[config.mk]
export PLATFORM = sky130hd
export DESIGN_NAME = cca_regs
export DESIGN_NICKNAME = d
export VERILOG_FILES = /design/src/shared/cca_pkg.sv /design/src/hw/cca_channel.sv /design/src/hw/cca_regs.sv
export SDC_FILE = /design/constraint.sdc
export NUM_CORES = 1
export LEC_CHECK = 0
export ABC_AREA = 1
export BUFFER_PORTS_ARGS = -buffer_cell sky130_fd_sc_hd__buf_2
export CORE_ASPECT_RATIO = 1.2
export CORE_MARGIN = 1.5
export CORE_UTILIZATION = 60
export CTS_CLUSTER_SIZE = 8
export DETAILED_ROUTE_END_ITERATION = 10
export PLACE_DENSITY = 0.87
export RECOVER_POWER = 50
export SLEW_MARGIN = 20
export SYNTH_ARGS = -nofsm -noshare
export SYNTH_HDL_FRONTEND = slang
export SYNTH_SLANG_ARGS = --single-unit
[constraint.sdc]
create_clock -name mclk -period 4.1 [get_ports mclk]
set_input_delay 0 -clock mclk [delete_from_list [all_inputs] [get_ports mclk]]
set_output_delay 0 -clock mclk [all_outputs]
set_load 0.03 [all_outputs]
[src/shared/cca_pkg.sv]
// shared constants for the counter array register access block
package cca_pkg;

  localparam int          CCA_CHANNELS   = 3;
  localparam int          CCA_BYTE_W     = 8;
  localparam int          CCA_WORD_W     = 16;

  // byte lanes of a 16-bit value
  localparam int          CCA_LOW_LSB    = 0;
  localparam int          CCA_HIGH_LSB   = 8;

  // register offsets in the special-function space
  localparam logic [7:0]  CNT_LOW_OFS    = 8'hf9;
  localparam logic [7:0]  CNT_HIGH_OFS   = 8'hfa;
  localparam logic [7:0]  CAP0_LOW_OFS   = 8'hfb;
  localparam logic [7:0]  CAP0_HIGH_OFS  = 8'hfc;
  localparam logic [7:0]  CAP1_LOW_OFS   = 8'he9;
  localparam logic [7:0]  CAP1_HIGH_OFS  = 8'hea;
  localparam logic [7:0]  CAP2_LOW_OFS   = 8'heb;
  localparam logic [7:0]  CAP2_HIGH_OFS  = 8'hec;

  // reset values and the unmapped read value
  localparam logic [15:0] CNT_RESET      = 16'h0000;
  localparam logic [7:0]  SNAP_RESET     = 8'h00;
  localparam logic [15:0] CAP_RESET      = 16'h0000;
  localparam logic [15:0] RELOAD_RESET   = 16'h0000;
  localparam logic        ENABLE_RESET   = 1'b0;
  localparam logic [7:0]  RDATA_RESET    = 8'h00;
  localparam logic [7:0]  UNMAPPED_READ  = 8'h00;

  // counter step when the tick input is high
  localparam logic [15:0] CNT_STEP       = 16'h0001;

  // side effects of byte writes on the comparator enable
  localparam logic        ENABLE_ON_LOW  = 1'b0;
  localparam logic        ENABLE_ON_HIGH = 1'b1;

  // offset of a channel's low or high byte register
  function automatic logic [7:0] capOffset(input int chan, input logic high);
    logic [7:0] ofs;
    ofs = CAP0_LOW_OFS;
    if (chan == 0) begin
      ofs = high ? CAP0_HIGH_OFS : CAP0_LOW_OFS;
    end else if (chan == 1) begin
      ofs = high ? CAP1_HIGH_OFS : CAP1_LOW_OFS;
    end else begin
      ofs = high ? CAP2_HIGH_OFS : CAP2_LOW_OFS;
    end
    return ofs;
  endfunction : capOffset

  // replace one byte lane of a 16-bit word
  function automatic logic [15:0] putByte(input logic [15:0] word, input logic high,
                                          input logic [7:0] data);
    logic [15:0] res;
    res = word;
    if (high) begin
      res[CCA_HIGH_LSB +: CCA_BYTE_W] = data;
    end else begin
      res[CCA_LOW_LSB +: CCA_BYTE_W] = data;
    end
    return res;
  endfunction : putByte

endpackage : cca_pkg

[src/hw/cca_channel.sv]
// one capture/compare channel: compare value, reload value, enable and match
`timescale 1ns/100ps
`default_nettype none
module cca_channel
  import cca_pkg::*;
(
  input  wire logic        mclk,
  input  wire logic        reset_n,
  input  wire logic        wrLow,
  input  wire logic        wrHigh,
  input  wire logic [7:0]  wrData,
  input  wire logic        autoReloadSelect,
  input  wire logic        enableLoad,
  input  wire logic        enableLoadValue,
  input  wire logic [15:0] counterValue,
  output logic      [15:0] compareValue,
  output logic      [15:0] reloadValue,
  output logic             comparatorEnable,
  output logic             compareMatch
);

  logic [15:0] compare_q;
  logic [15:0] compare_d;
  logic [15:0] reload_q;
  logic [15:0] reload_d;
  logic        enable_q;
  logic        enable_d;
  logic        match_q;
  logic        match_d;
  logic        anyWrite;
  logic        wrHighLane;

  assign anyWrite   = wrLow | wrHigh;
  assign wrHighLane = wrHigh;

  // the select bit steers byte writes to the reload value instead
  assign compare_d = (anyWrite && !autoReloadSelect) ?
                     putByte(compare_q, wrHighLane, wrData) : compare_q;
  assign reload_d  = (anyWrite && autoReloadSelect) ?
                     putByte(reload_q, wrHighLane, wrData) : reload_q;

  // byte writes win over a mode register load when both come in the same cycle
  assign enable_d  = wrLow      ? ENABLE_ON_LOW  :
                     wrHigh     ? ENABLE_ON_HIGH :
                     enableLoad ? enableLoadValue : enable_q;

  assign match_d   = enable_q && (counterValue == compare_q);

  always_ff @(posedge mclk) begin
    if (!reset_n) begin
      compare_q <= CAP_RESET;
      reload_q  <= RELOAD_RESET;
      enable_q  <= ENABLE_RESET;
      match_q   <= 1'b0;
    end else begin
      compare_q <= compare_d;
      reload_q  <= reload_d;
      enable_q  <= enable_d;
      match_q   <= match_d;
    end
  end

  assign compareValue     = compare_q;
  assign reloadValue      = reload_q;
  assign comparatorEnable = enable_q;
  assign compareMatch     = match_q;

endmodule : cca_channel
`default_nettype wire

[src/hw/cca_regs.sv]
// register access for the counter array: counter bytes, snapshot, channel bytes
`timescale 1ns/100ps
`default_nettype none
module cca_regs
  import cca_pkg::*;
(
  input  wire logic                         mclk,
  input  wire logic                         reset_n,
  input  wire logic [7:0]                   sfrAddr,
  input  wire logic [7:0]                   sfrWrData,
  input  wire logic                         sfrWrEn,
  input  wire logic                         sfrRdEn,
  output logic      [7:0]                   sfrRdData,
  input  wire logic                         countTick,
  input  wire logic                         autoReloadSelect,
  input  wire logic [CCA_CHANNELS-1:0]      enableLoad,
  input  wire logic [CCA_CHANNELS-1:0]      enableLoadValue,
  output logic      [15:0]                  counterValue,
  output logic      [CCA_CHANNELS-1:0][15:0] compareValue,
  output logic      [CCA_CHANNELS-1:0][15:0] reloadValue,
  output logic      [CCA_CHANNELS-1:0]      comparatorEnable,
  output logic      [CCA_CHANNELS-1:0]      compareMatch
);

  logic [15:0]                   counter_q;
  logic [15:0]                   counter_d;
  logic [7:0]                    snapshot_q;
  logic [7:0]                    snapshot_d;
  logic [7:0]                    rdData_q;
  logic [7:0]                    rdData_d;

  logic                          hitCntLow;
  logic                          hitCntHigh;
  logic [CCA_CHANNELS-1:0]       hitCapLow;
  logic [CCA_CHANNELS-1:0]       hitCapHigh;
  logic [CCA_CHANNELS-1:0]       wrCapLow;
  logic [CCA_CHANNELS-1:0]       wrCapHigh;
  logic [CCA_CHANNELS-1:0][15:0] chanWord;
  logic [CCA_CHANNELS-1:0][7:0]  chanByte;
  logic [7:0]                    chanRdByte;
  logic                          anyCapHit;
  logic                          lowRead;

  // address decode
  assign hitCntLow  = (sfrAddr == CNT_LOW_OFS);
  assign hitCntHigh = (sfrAddr == CNT_HIGH_OFS);
  assign lowRead    = sfrRdEn && hitCntLow;

  for (genvar i = 0; i < CCA_CHANNELS; i++) begin : g_dec
    assign hitCapLow[i]  = (sfrAddr == capOffset(i, 1'b0));
    assign hitCapHigh[i] = (sfrAddr == capOffset(i, 1'b1));
    assign wrCapLow[i]   = sfrWrEn && hitCapLow[i];
    assign wrCapHigh[i]  = sfrWrEn && hitCapHigh[i];
    // reads follow the same select as writes
    assign chanWord[i]   = autoReloadSelect ? reloadValue[i] : compareValue[i];
    assign chanByte[i]   = hitCapHigh[i] ? chanWord[i][CCA_HIGH_LSB +: CCA_BYTE_W] :
                           hitCapLow[i]  ? chanWord[i][CCA_LOW_LSB +: CCA_BYTE_W]  :
                           UNMAPPED_READ;
  end : g_dec

  assign anyCapHit  = |(hitCapLow | hitCapHigh);
  // at most one channel decodes, so or-ing the lanes is a clean select
  assign chanRdByte = chanByte[0] | chanByte[1] | chanByte[2];

  // counter: a bus write wins over the tick in the same cycle
  assign counter_d = (sfrWrEn && hitCntLow)  ? putByte(counter_q, 1'b0, sfrWrData) :
                     (sfrWrEn && hitCntHigh) ? putByte(counter_q, 1'b1, sfrWrData) :
                     countTick               ? counter_q + CNT_STEP :
                     counter_q;

  // snapshot keeps the two bytes of one 16-bit read coherent
  assign snapshot_d = lowRead ? counter_q[CCA_HIGH_LSB +: CCA_BYTE_W] : snapshot_q;

  assign rdData_d = !sfrRdEn  ? rdData_q :
                    hitCntLow  ? counter_q[CCA_LOW_LSB +: CCA_BYTE_W] :
                    hitCntHigh ? snapshot_q :
                    anyCapHit  ? chanRdByte :
                    UNMAPPED_READ;

  always_ff @(posedge mclk) begin
    if (!reset_n) begin
      counter_q  <= CNT_RESET;
      snapshot_q <= SNAP_RESET;
      rdData_q   <= RDATA_RESET;
    end else begin
      counter_q  <= counter_d;
      snapshot_q <= snapshot_d;
      rdData_q   <= rdData_d;
    end
  end

  assign sfrRdData    = rdData_q;
  assign counterValue = counter_q;

  // software writes low then high; the low write disarms the match meanwhile
  for (genvar i = 0; i < CCA_CHANNELS; i++) begin : g_chan
    cca_channel u_chan (
      .mclk             (mclk),
      .reset_n          (reset_n),
      .wrLow            (wrCapLow[i]),
      .wrHigh           (wrCapHigh[i]),
      .wrData           (sfrWrData),
      .autoReloadSelect (autoReloadSelect),
      .enableLoad       (enableLoad[i]),
      .enableLoadValue  (enableLoadValue[i]),
      .counterValue     (counter_q),
      .compareValue     (compareValue[i]),
      .reloadValue      (reloadValue[i]),
      .comparatorEnable (comparatorEnable[i]),
      .compareMatch     (compareMatch[i])
    );
  end : g_chan

  for (genvar i = 0; i < CCA_CHANNELS; i++) begin : g_chk

  end : g_chk
endmodule : cca_regs
`default_nettype wire

# [Word-level counts from Yosys, hierarchy flattened]
# Index checks and enable logic that the tools add are counted.
[word_totals] memories=0 ram_bits=0 output_inout_bits=126 latchBits=0 input_bits=28 reg_bits=134 wordCells=109 mem_bits_ro=0
[op_classes] mux=21 div=0 bitwise_logic=11 n_reduce_logical=42 order_cmp=0 n_addsub=1 n_eq_ne=12 n_mul=0 shift=0
[op_table] op="two-way mux 16 bit" count=5
[op_table] op="two-way mux 8 bit" count=10
[op_table] op="== test 8 bit, second input constant" count=8
[op_table] op="== test 16 bit" count=3
[op_table] op="AND reduction 2 bit" count=14
[op_table] op="logical AND 1 bit" count=18
[op_table] op="adder 16 x 1 -> 16 bit, second input constant" count=1
[op_table] op="OR 8 bit" count=2
[op_table] op="nonzero test 2 bit" count=5
[op_table] op="two-way mux 1 bit" count=6
[op_table] op="OR reduction 2 bit" count=3
[op_table] op="inverter 1 bit" count=5
[op_table] op="OR 1 bit" count=3
[op_table] op="OR 3 bit" count=1
[op_table] op="OR reduction 3 bit" count=1
[op_table] op="inequality test 2 bit, second input constant" count=1
[op_table] op="logical NOT 1 bit" count=1

# [Logic depth before layout (Yosys ltp)]
# Gate-level depths: netlist of the first run.
[depth] depth_word=8 depth_mapped=12 depth_no_buf=12

# [Cells and area by module]
# From an unflattened synthesis of the first run, not the netlist that was laid out.
[unflattened] cells_unflattened=1215 hier_area_um2=7797.5
[by_module_without_submodules] module="cca_channel" instances=3 seq_area_each_um2=680.7 area_each_um2=1526.5 cells_each=210
[by_module_without_submodules] module="cca_regs" instances=1 seq_area_each_um2=640.6 area_each_um2=3218.1 cells_each=585

# [Worst setup path before layout of the first run]
# No wires, ideal clock.
[synth_timing] kind="reg2reg" start="reg counter_q[0], in the netlist counterValue[0]" end="reg counter_q[10], in the netlist counterValue[10]" setup_time_ps=115 path_stages_with_launch=11 t_arrival_ps=1633 path_buffers=0 t_required_ps=3985 synth_period_minus_slack_ps=1748 path_slack_ps=2352 path_cell_list="dfxtp_1 > ha_1 > nand2_1 > nor2_2 > nand2_1 > nor2_1 > nand3_1 > nor2_1 > nand2_1 > a21oi_1 > nor2_1"
[synth_between] elab_chain_len=3
[synth_rtl] element="start: declaration" line_no="cca_regs.sv:25" text="logic [15:0] counter_q;"
[synth_rtl] element="start signal: assignment" line_no="cca_regs.sv:86" text="counter_q <= counter_d;"
[synth_rtl] element="adder 16 x 1 -> 16 bit" line_no="cca_regs.sv:68" text="countTick ? counter_q + CNT_STEP :"
[synth_rtl] element="two-way mux 16 bit" line_no="cca_regs.sv:68"
[synth_rtl] element="two-way mux 16 bit" line_no="cca_regs.sv:67" text="(sfrWrEn && hitCntHigh) ? putByte(counter_q, 1'b1, sfrWrData) :"
# No other way between the ends. The select of a mux whose other input is x is not followed.
# A chain may end at the register's enable or synchronous reset.

# [Final worst setup path of the first run]
[layout_timing] start="in sfrAddr[4]" end="reg g_chan[2].u_chan.compare_q[14]"
[layout_between] elab_chain_len=5 word_cells_on_any_way=7 cone_classes="eq/ne: 2; bitwise: 1; reduce/logical: 4"
[layout_rtl] element="start: declaration" line_no="cca_regs.sv:9" text="input wire logic [7:0] sfrAddr,"
[layout_rtl] element="== test 8 bit (on tied branches)" line_no="cca_regs.sv:50, cca_regs.sv:51"
[layout_rtl] element="logical AND 1 bit (on tied branches)" line_no="cca_regs.sv:52, cca_regs.sv:53"
[layout_rtl] element="OR 1 bit" line_no="cca_channel.sv:33" text="assign anyWrite = wrLow | wrHigh;"
[layout_rtl] element="logical AND 1 bit" line_no="cca_channel.sv:37" text="assign compare_d = (anyWrite && !autoReloadSelect) ?"
[layout_rtl] element="AND reduction 2 bit (no line) *"
[layout_rtl] element="end signal: assignment" line_no="cca_channel.sv:56" text="compare_q <= compare_d;"
[layout_rtl] element="end: declaration" line_no="cca_channel.sv:22" text="logic [15:0] compare_q;"
# Mark *: on every way between the ends. The rest lies on a longest branch, timed or not.

==> impl_metrics.py, run 1 <==
metrics = {
    "sta": {
        "finalCritPeriodShare": 0.582,
        "finalHoldViolations": 0,
        "fin_crit_ns": 2.38,
        "worst_pin_slew_ns": 1.56,
        "fin_skew_ns": 0.00908,
        "setup_tns_ns": 0,
        "max_freq_ghz": 0.419,
        "finalMaxSlewViolations": 23,
        "setup_violations": 0,
        "fin_ws_ns": 1.72,
        "rsz0062_at_grt": "false",
        "max-slew-margin-rel": -0.0466,
    },
    "finish": {
        "mostFrequentLayoutCells": "nand2_1, dfxtp_1, inv_1",
        "diodes": 0,
        "fillers": 1165,
        "layout_commonest_cell": "nand2_1",
        "fin_nets": 1234,
        "drive_gt1_frac": 0.0829,
        "finalNonFillerCells": 1379,
        "fin_area_um2": 8370,
        "syn_to_final_growth_pct": 14.4,
    },
    "placement": {
        "io_buffers": 153,
        "dpl.hpwl_mm": 19.6,
        "gp_congestion": 1.04,
        "placed_cells": 1341,
        "postPlaceCellArea_um2": 7940,
        "dp_slack_ns": 2.20,
    },
    "die": {
        "fp.dieH_um": 124,
        "io_pins": 154,
        "fp.dieW_um": 104,
        "die_area_um2": 12900,
        "start_util": 0.609,
        "core-area_um2": 12000,
        "num_rows": 44,
    },
    "power_and_ir_drop": {
        "ir_drop_v": 0.000224,
        "powerDensity_nw_per_um2": 354,
        "power.leakage_nw": 3.37,
    },
    "yosys": {
        "yosysSeqAreaShare": 0.367,
        "netlist.top_cell.by_area": "dfxtp_1",
        "ys_ff_latch": 134,
        "synth.distinct_cells": 38,
        "synthTopCellsByArea": "dfxtp_1, nand2_1, a21oi_1",
        "syn_nets": 1126,
        "synthCells": 1097,
        "netlist_area_um2": 7310,
        "avgSynthCellArea_um2": 6.67,
        "synth_top_cell_area_share": 0.367,
        "ys_warn_count": 0,
    },
    "drt": {
        "wl_per_cell_um": 20.5,
        "vias_per_cell": 6.12,
        "drc_errors": 0,
        "via_count": 8436,
        "drtIter0Drc": 1321,
        "drt-total-wl_mm": 28.2,
        "ant_nets": 0,
        "drtPass1Iterations": 7,
    },
    "setup_path": {
        "path_class": "primary input to flop",
        "rr_startpoint": "counterValue[0]",
        "required_ns": 4.38,
        "cp-start-kind": "primary input",
        "cp-end-kind": "flop",
        "worst_ep_arrival_time_ns": 2.67,
        "cp_max_fo": 22,
        "cp-startpoint": "sfrAddr[4]",
    },
    "clocking": {
        "clk_pin_slew_worst_paths_ns": 0.06,
        "tritoncts.num_buffers": 17,
        "root_buffer": "clkbuf_16",
        "cts_setup_buffers": 0,
        "postCtsResizedCells": 0,
        "cts_tree": "built",
        "cts_hold_buf": 6,
        "cts_sinks": 134,
        "cts_buffer_depth": 2,
        "clkLatencyLatePin_ns": 0.42,
        "cts_max_level": 4,
    },
    "min_path": {
        "hp-start": "sfrWrEn",
        "hold_path_class": "primary input to flop",
    },
    "global_routing": {
        "grt_pass1_wl_mm": 42.3,
        "antenna_found_initial": 0,
        "grt_max_degree": 87,
        "grt_pass1_vias": 7394,
        "overflow": 0,
        "grt.total_usage": 0.436,
    },
    "status": {
        "status": "finished with violations",
        "violations": "max-capacitance violations, max-slew violations",
    },
    "run": {
        "cap_viol_max_count": 1,
    },
}
sequential cells by signal, summed over array words and instances, names as in the netlist:
register and count:
g_chan.u_chan.reloadValue 48, snapshot_q 8, counterValue 16, sfrRdData 8, g_chan.u_chan.compareMatch 3, g_chan.u_chan.compareValue 48, g_chan.u_chan.comparatorEnable 3
cells in the mapped netlist (all sizes together):
| cell | n |
|---|---|
| o211ai | 2 |
| clkbuf | 35 |
| nor2 | 83 |
| o21ai | 85 |
| ha | 1 |
| nand2 | 257 |
| clkinv | 1 |
| buf | 38 |
| a21oi | 116 |
| xor2 | 7 |
| nor3 | 8 |
| and2 | 1 |
| mux2i | 3 |
| xnor2 | 3 |
| a221oi | 10 |
| inv | 139 |
| o22ai | 30 |
| dfxtp | 134 |
| o21a | 5 |
| a211oi | 24 |
| o221ai | 6 |
| nand3b | 1 |
| nand4 | 14 |
| nand3 | 94 |
per-stage QoR:
stage	power, mW	hold WS (ns)	utilization
2_1_floorplan	1.47	0.183	-
3_3_place_gp	1.52	0.376	0.662
3_5_place_dp	1.52	0.376	0.662
4_1_cts	2.94	0.000890	0.713
5_1_grt	3.02	0.0206	0.697
6_report	2.96	0.0226	0.697
worst paths after layout:
path	slack (ns)	cells after the start	end
worst min register to register	0.46	2	snapshot_q[4]
worst min-delay path	0.02	2	g_chan[1].u_chan.comparatorEnable
worst max-delay path	1.72	9	g_chan[2].u_chan.compareValue[14]
worst max register to register	2.15	10	counterValue[10]
critical path: stages:
cell	delay [ns]
buf_2	0.10
inv_1	0.04
nand2_1	0.04
nor2_1	1.15
nand3_1	0.52
inv_2	0.15
nand2_1	0.29
o21ai_0	0.28
a21oi_1	0.08
area by class of cell:
class | count | area, um2 | share of cell area
sequential | 134 | 2680 | 0.321
tap | 161 | 201 | 0.0241
multi-input combinational | 750 | 3710 | 0.443
clock inverter | 12 | 105 | 0.0126
inverter | 140 | 526 | 0.0628
timing repair buffer | 162 | 701 | 0.0837
clock buffer | 20 | 447 | 0.0534
report_power, final:
part / switching (mW) / internal (mW)
Sequential: 0.00932 / 1.31
Combinational: 0.144 / 0.0422
Clock: 0.613 / 0.848
Total: 0.766 / 2.20
per-layer routing:
layer	up-vias	track usage	share of wire
met2	677	0.686	0.44
met5	-	0	0
met1	3770	0.549	0.36
met4	0	0.261	0.063
li1	3839	-	-
met3	150	0.107	0.14
cell families after synthesis:
logic type	share of synthesized area
AND/OR/NAND/NOR	0.279
XOR/XNOR	0.0120
buffers and inverters	0.121
adder cells (fa/ha/maj)	0.00171
multiplexers	0.00411
AO/OA/AOI/OAI	0.215
flip-flops	0.367
(Power assumes the default switching activity.)
==> run 2, diff against run 1 <==
- CORE_UTILIZATION: 60 -> 55
- PLACE_DENSITY: 0.87 -> 0.8
- clock period: 4.1 -> 2.3 ns (I/O delays scaled with it)
==> run 2 against run 1 <==
Compared with the run above: the run ends with negative hold slack left; die area increased by 8.8%; total power up 72%; clock power increased by 65%; critical path type is now flop to flop.
==> impl_metrics.py, run 2 (synthesis results as in run 1) <==
metrics = {
    "sta": {
        "fin_skew_ns": 0.00940,
        "whs_ns": -0.00925,
        "max-slew-margin-rel": 0.319,
        "worst_pin_slew_ns": 1.02,
        "finalMaxSlewViolations": 0,
        "fin_crit_ns": 1.87,
        "max_freq_ghz": 0.536,
        "rsz0062_at_grt": "false",
        "setup_violations": 0,
        "finalHoldViolations": 1,
        "setup_tns_ns": 0,
        "finalCritPeriodShare": 0.812,
    },
    "min_path": {
        "hold_path_class": "primary input to flop",
        "hp-start": "sfrWrEn",
    },
    "clocking": {
        "clkLatencyLatePin_ns": 0.43,
        "tritoncts.num_buffers": 17,
        "cts_tree": "built",
        "cts_buffer_depth": 2,
        "cts_max_level": 4,
        "cts_sinks": 134,
        "root_buffer": "clkbuf_16",
        "clk_pin_slew_worst_paths_ns": 0.06,
        "cts_setup_buffers": 0,
    },
    "finish": {
        "mostFrequentLayoutCells": "nand2_1, dfxtp_1, inv_1",
        "syn_to_final_growth_pct": 15.3,
        "diodes": 0,
        "fin_nets": 1243,
        "drive_gt1_frac": 0.0899,
        "layout_commonest_cell": "nand2_1",
    },
    "power_and_ir_drop": {
        "p_int_mw": 3.85,
        "ir_drop_v": 0.000513,
        "p_seq_frac": 0.460,
        "power.leakage_nw": 3.42,
        "switchingPower_mw": 1.26,
        "pwr-share-clk": 0.473,
        "powerDensity_nw_per_um2": 605,
        "switching_share": 0.246,
        "combPwrFrac": 0.066,
        "finalPower_mw": 5.10,
    },
    "setup_path": {
        "path_class": "flop to flop",
        "worst-path-buf-inv": 1,
        "rr_startpoint": "counterValue[7]",
        "slowest_stage": "dfxtp_1",
        "crit_path_max_incr_delay_ns": 0.56,
        "crit_family": "simple AND/OR/NAND/NOR gates",
        "cp_max_fo": 7,
        "worst_ep_arrival_time_ns": 2.22,
        "required_ns": 2.65,
        "cp-end-kind": "flop",
        "cp-startpoint": "counterValue[7]",
        "cp-start-kind": "flop",
        "cp_common_cell": "nand2_1",
        "path_cells": "inv_1, nor3_1, nand2_1, nand2_1, nand3_1, o21ai_1, nand2_1, a21oi_1",
    },
    "global_routing": {
        "met2_usage": 0.601,
        "grt.total_usage": 0.401,
        "top_usage_layer": "met2",
        "grt_max_degree": 87,
        "overflow": 0,
        "antenna_found_initial": 0,
        "use_met3": 0.113,
        "grt_pass1_vias": 7255,
        "grtUsageMet1": 0.504,
        "grt_pass1_wl_mm": 41.3,
    },
    "run": {
        "cap_viol_max_count": 0,
    },
    "drt": {
        "drtIter0Drc": 916,
        "wl_per_cell_um": 19.9,
        "via_count": 8271,
        "drtPass1Iterations": 6,
        "vias_per_cell": 5.96,
        "drt-total-wl_mm": 27.6,
        "drc_errors": 0,
        "ant_nets": 0,
    },
    "placement": {
        "dpl.hpwl_mm": 19.9,
        "gp_congestion": 0.989,
        "io_buffers": 153,
    },
    "die": {
        "core-area_um2": 12800,
        "num_rows": 45,
        "die_area_um2": 14000,
        "fp.dieH_um": 129,
        "io_pins": 154,
        "start_util": 0.570,
        "fp.dieW_um": 108,
    },
    "status": {
        "violations": "negative hold slack",
        "status": "finished with violations",
    },
}
run 2: cell types whose count changed in the layout (fill, tap and decap cells not counted), moves of 2 or more:
cell | before | now
clkinv_2 | 5 | 2
buf_4 | 3 | 14
nand2_2 | 9 | 11
clkbuf_8 | 1 | 3
nor2_1 | 75 | 73
clkinv_4 | 3 | 0
dlygate4sd3_1 | 6 | 2
clkbuf_1 | 120 | 123
buf_12 | 0 | 2
run 2: worst register-to-register path, stage by stage (launching register included):
cell     delay [ns]
dfxtp_1        0.56
inv_1          0.28
nor3_1         0.41
nand2_1        0.09
nand2_1        0.07
nand3_1        0.06
o21ai_1        0.11
nand2_1        0.07
a21oi_1        0.15
run 2: stage by stage:
| step | worst slack, ns | std cells | area [um2] | util |
|---|---|---|---|---|
| 2_1_floorplan | 0.552 | 1097 | 7310 | - |
| 3_3_place_gp | 0.550 | 1357 | 8070 | 0.628 |
| 3_5_place_dp | 0.552 | 1357 | 8070 | 0.628 |
| 4_1_cts | 0.536 | 1387 | 8590 | 0.669 |
| 5_1_grt | 0.242 | 1387 | 8440 | 0.657 |
| 6_report | 0.433 | 1387 | 8440 | 0.657 |
run 2: power groups by stage:
| stage | clock (mW) | sequential, mW | combinational (mW) |
|---|---|---|---|
| 3_5_place_dp | 0 | 2.40 | 0.328 |
| 6_report | 2.41 | 2.35 | 0.339 |
| 4_1_cts | 2.42 | 2.35 | 0.332 |
| 3_3_place_gp | 0 | 2.40 | 0.329 |
| 5_1_grt | 2.51 | 2.35 | 0.361 |
| 2_1_floorplan | 0 | 2.40 | 0.212 |
run 2: worst paths after layout:
path	to	slack [ns]	cells past startpoint
max reg2reg	counterValue[8]	0.43	8
min	g_chan[0].u_chan.comparatorEnable	-0.009	2
min reg2reg	snapshot_q[1]	0.46	2
max	counterValue[8]	0.43	8
run 2: layout make-up:
cell class	count	area, um2
clock buffer	24	482
clock inverter	4	25.0
fill	1265	4400
inverter	140	526
multi-input combinational	750	3730
sequential	134	2680
tap	164	205
timing repair buffer	171	782
run 2: routing by layer:
layer  vias up  share of wire
met1      3759           0.38
met5         -              0
met3       115           0.12
li1       3859              -
met2       538           0.44
met4         0          0.065
run 2: repair_timing:
action,in CTS,in global routing
endpoints found under the setup margin,0,0
endpoints found under the hold margin,6,0
hold buffers,2,0
gates resized for setup,0,0
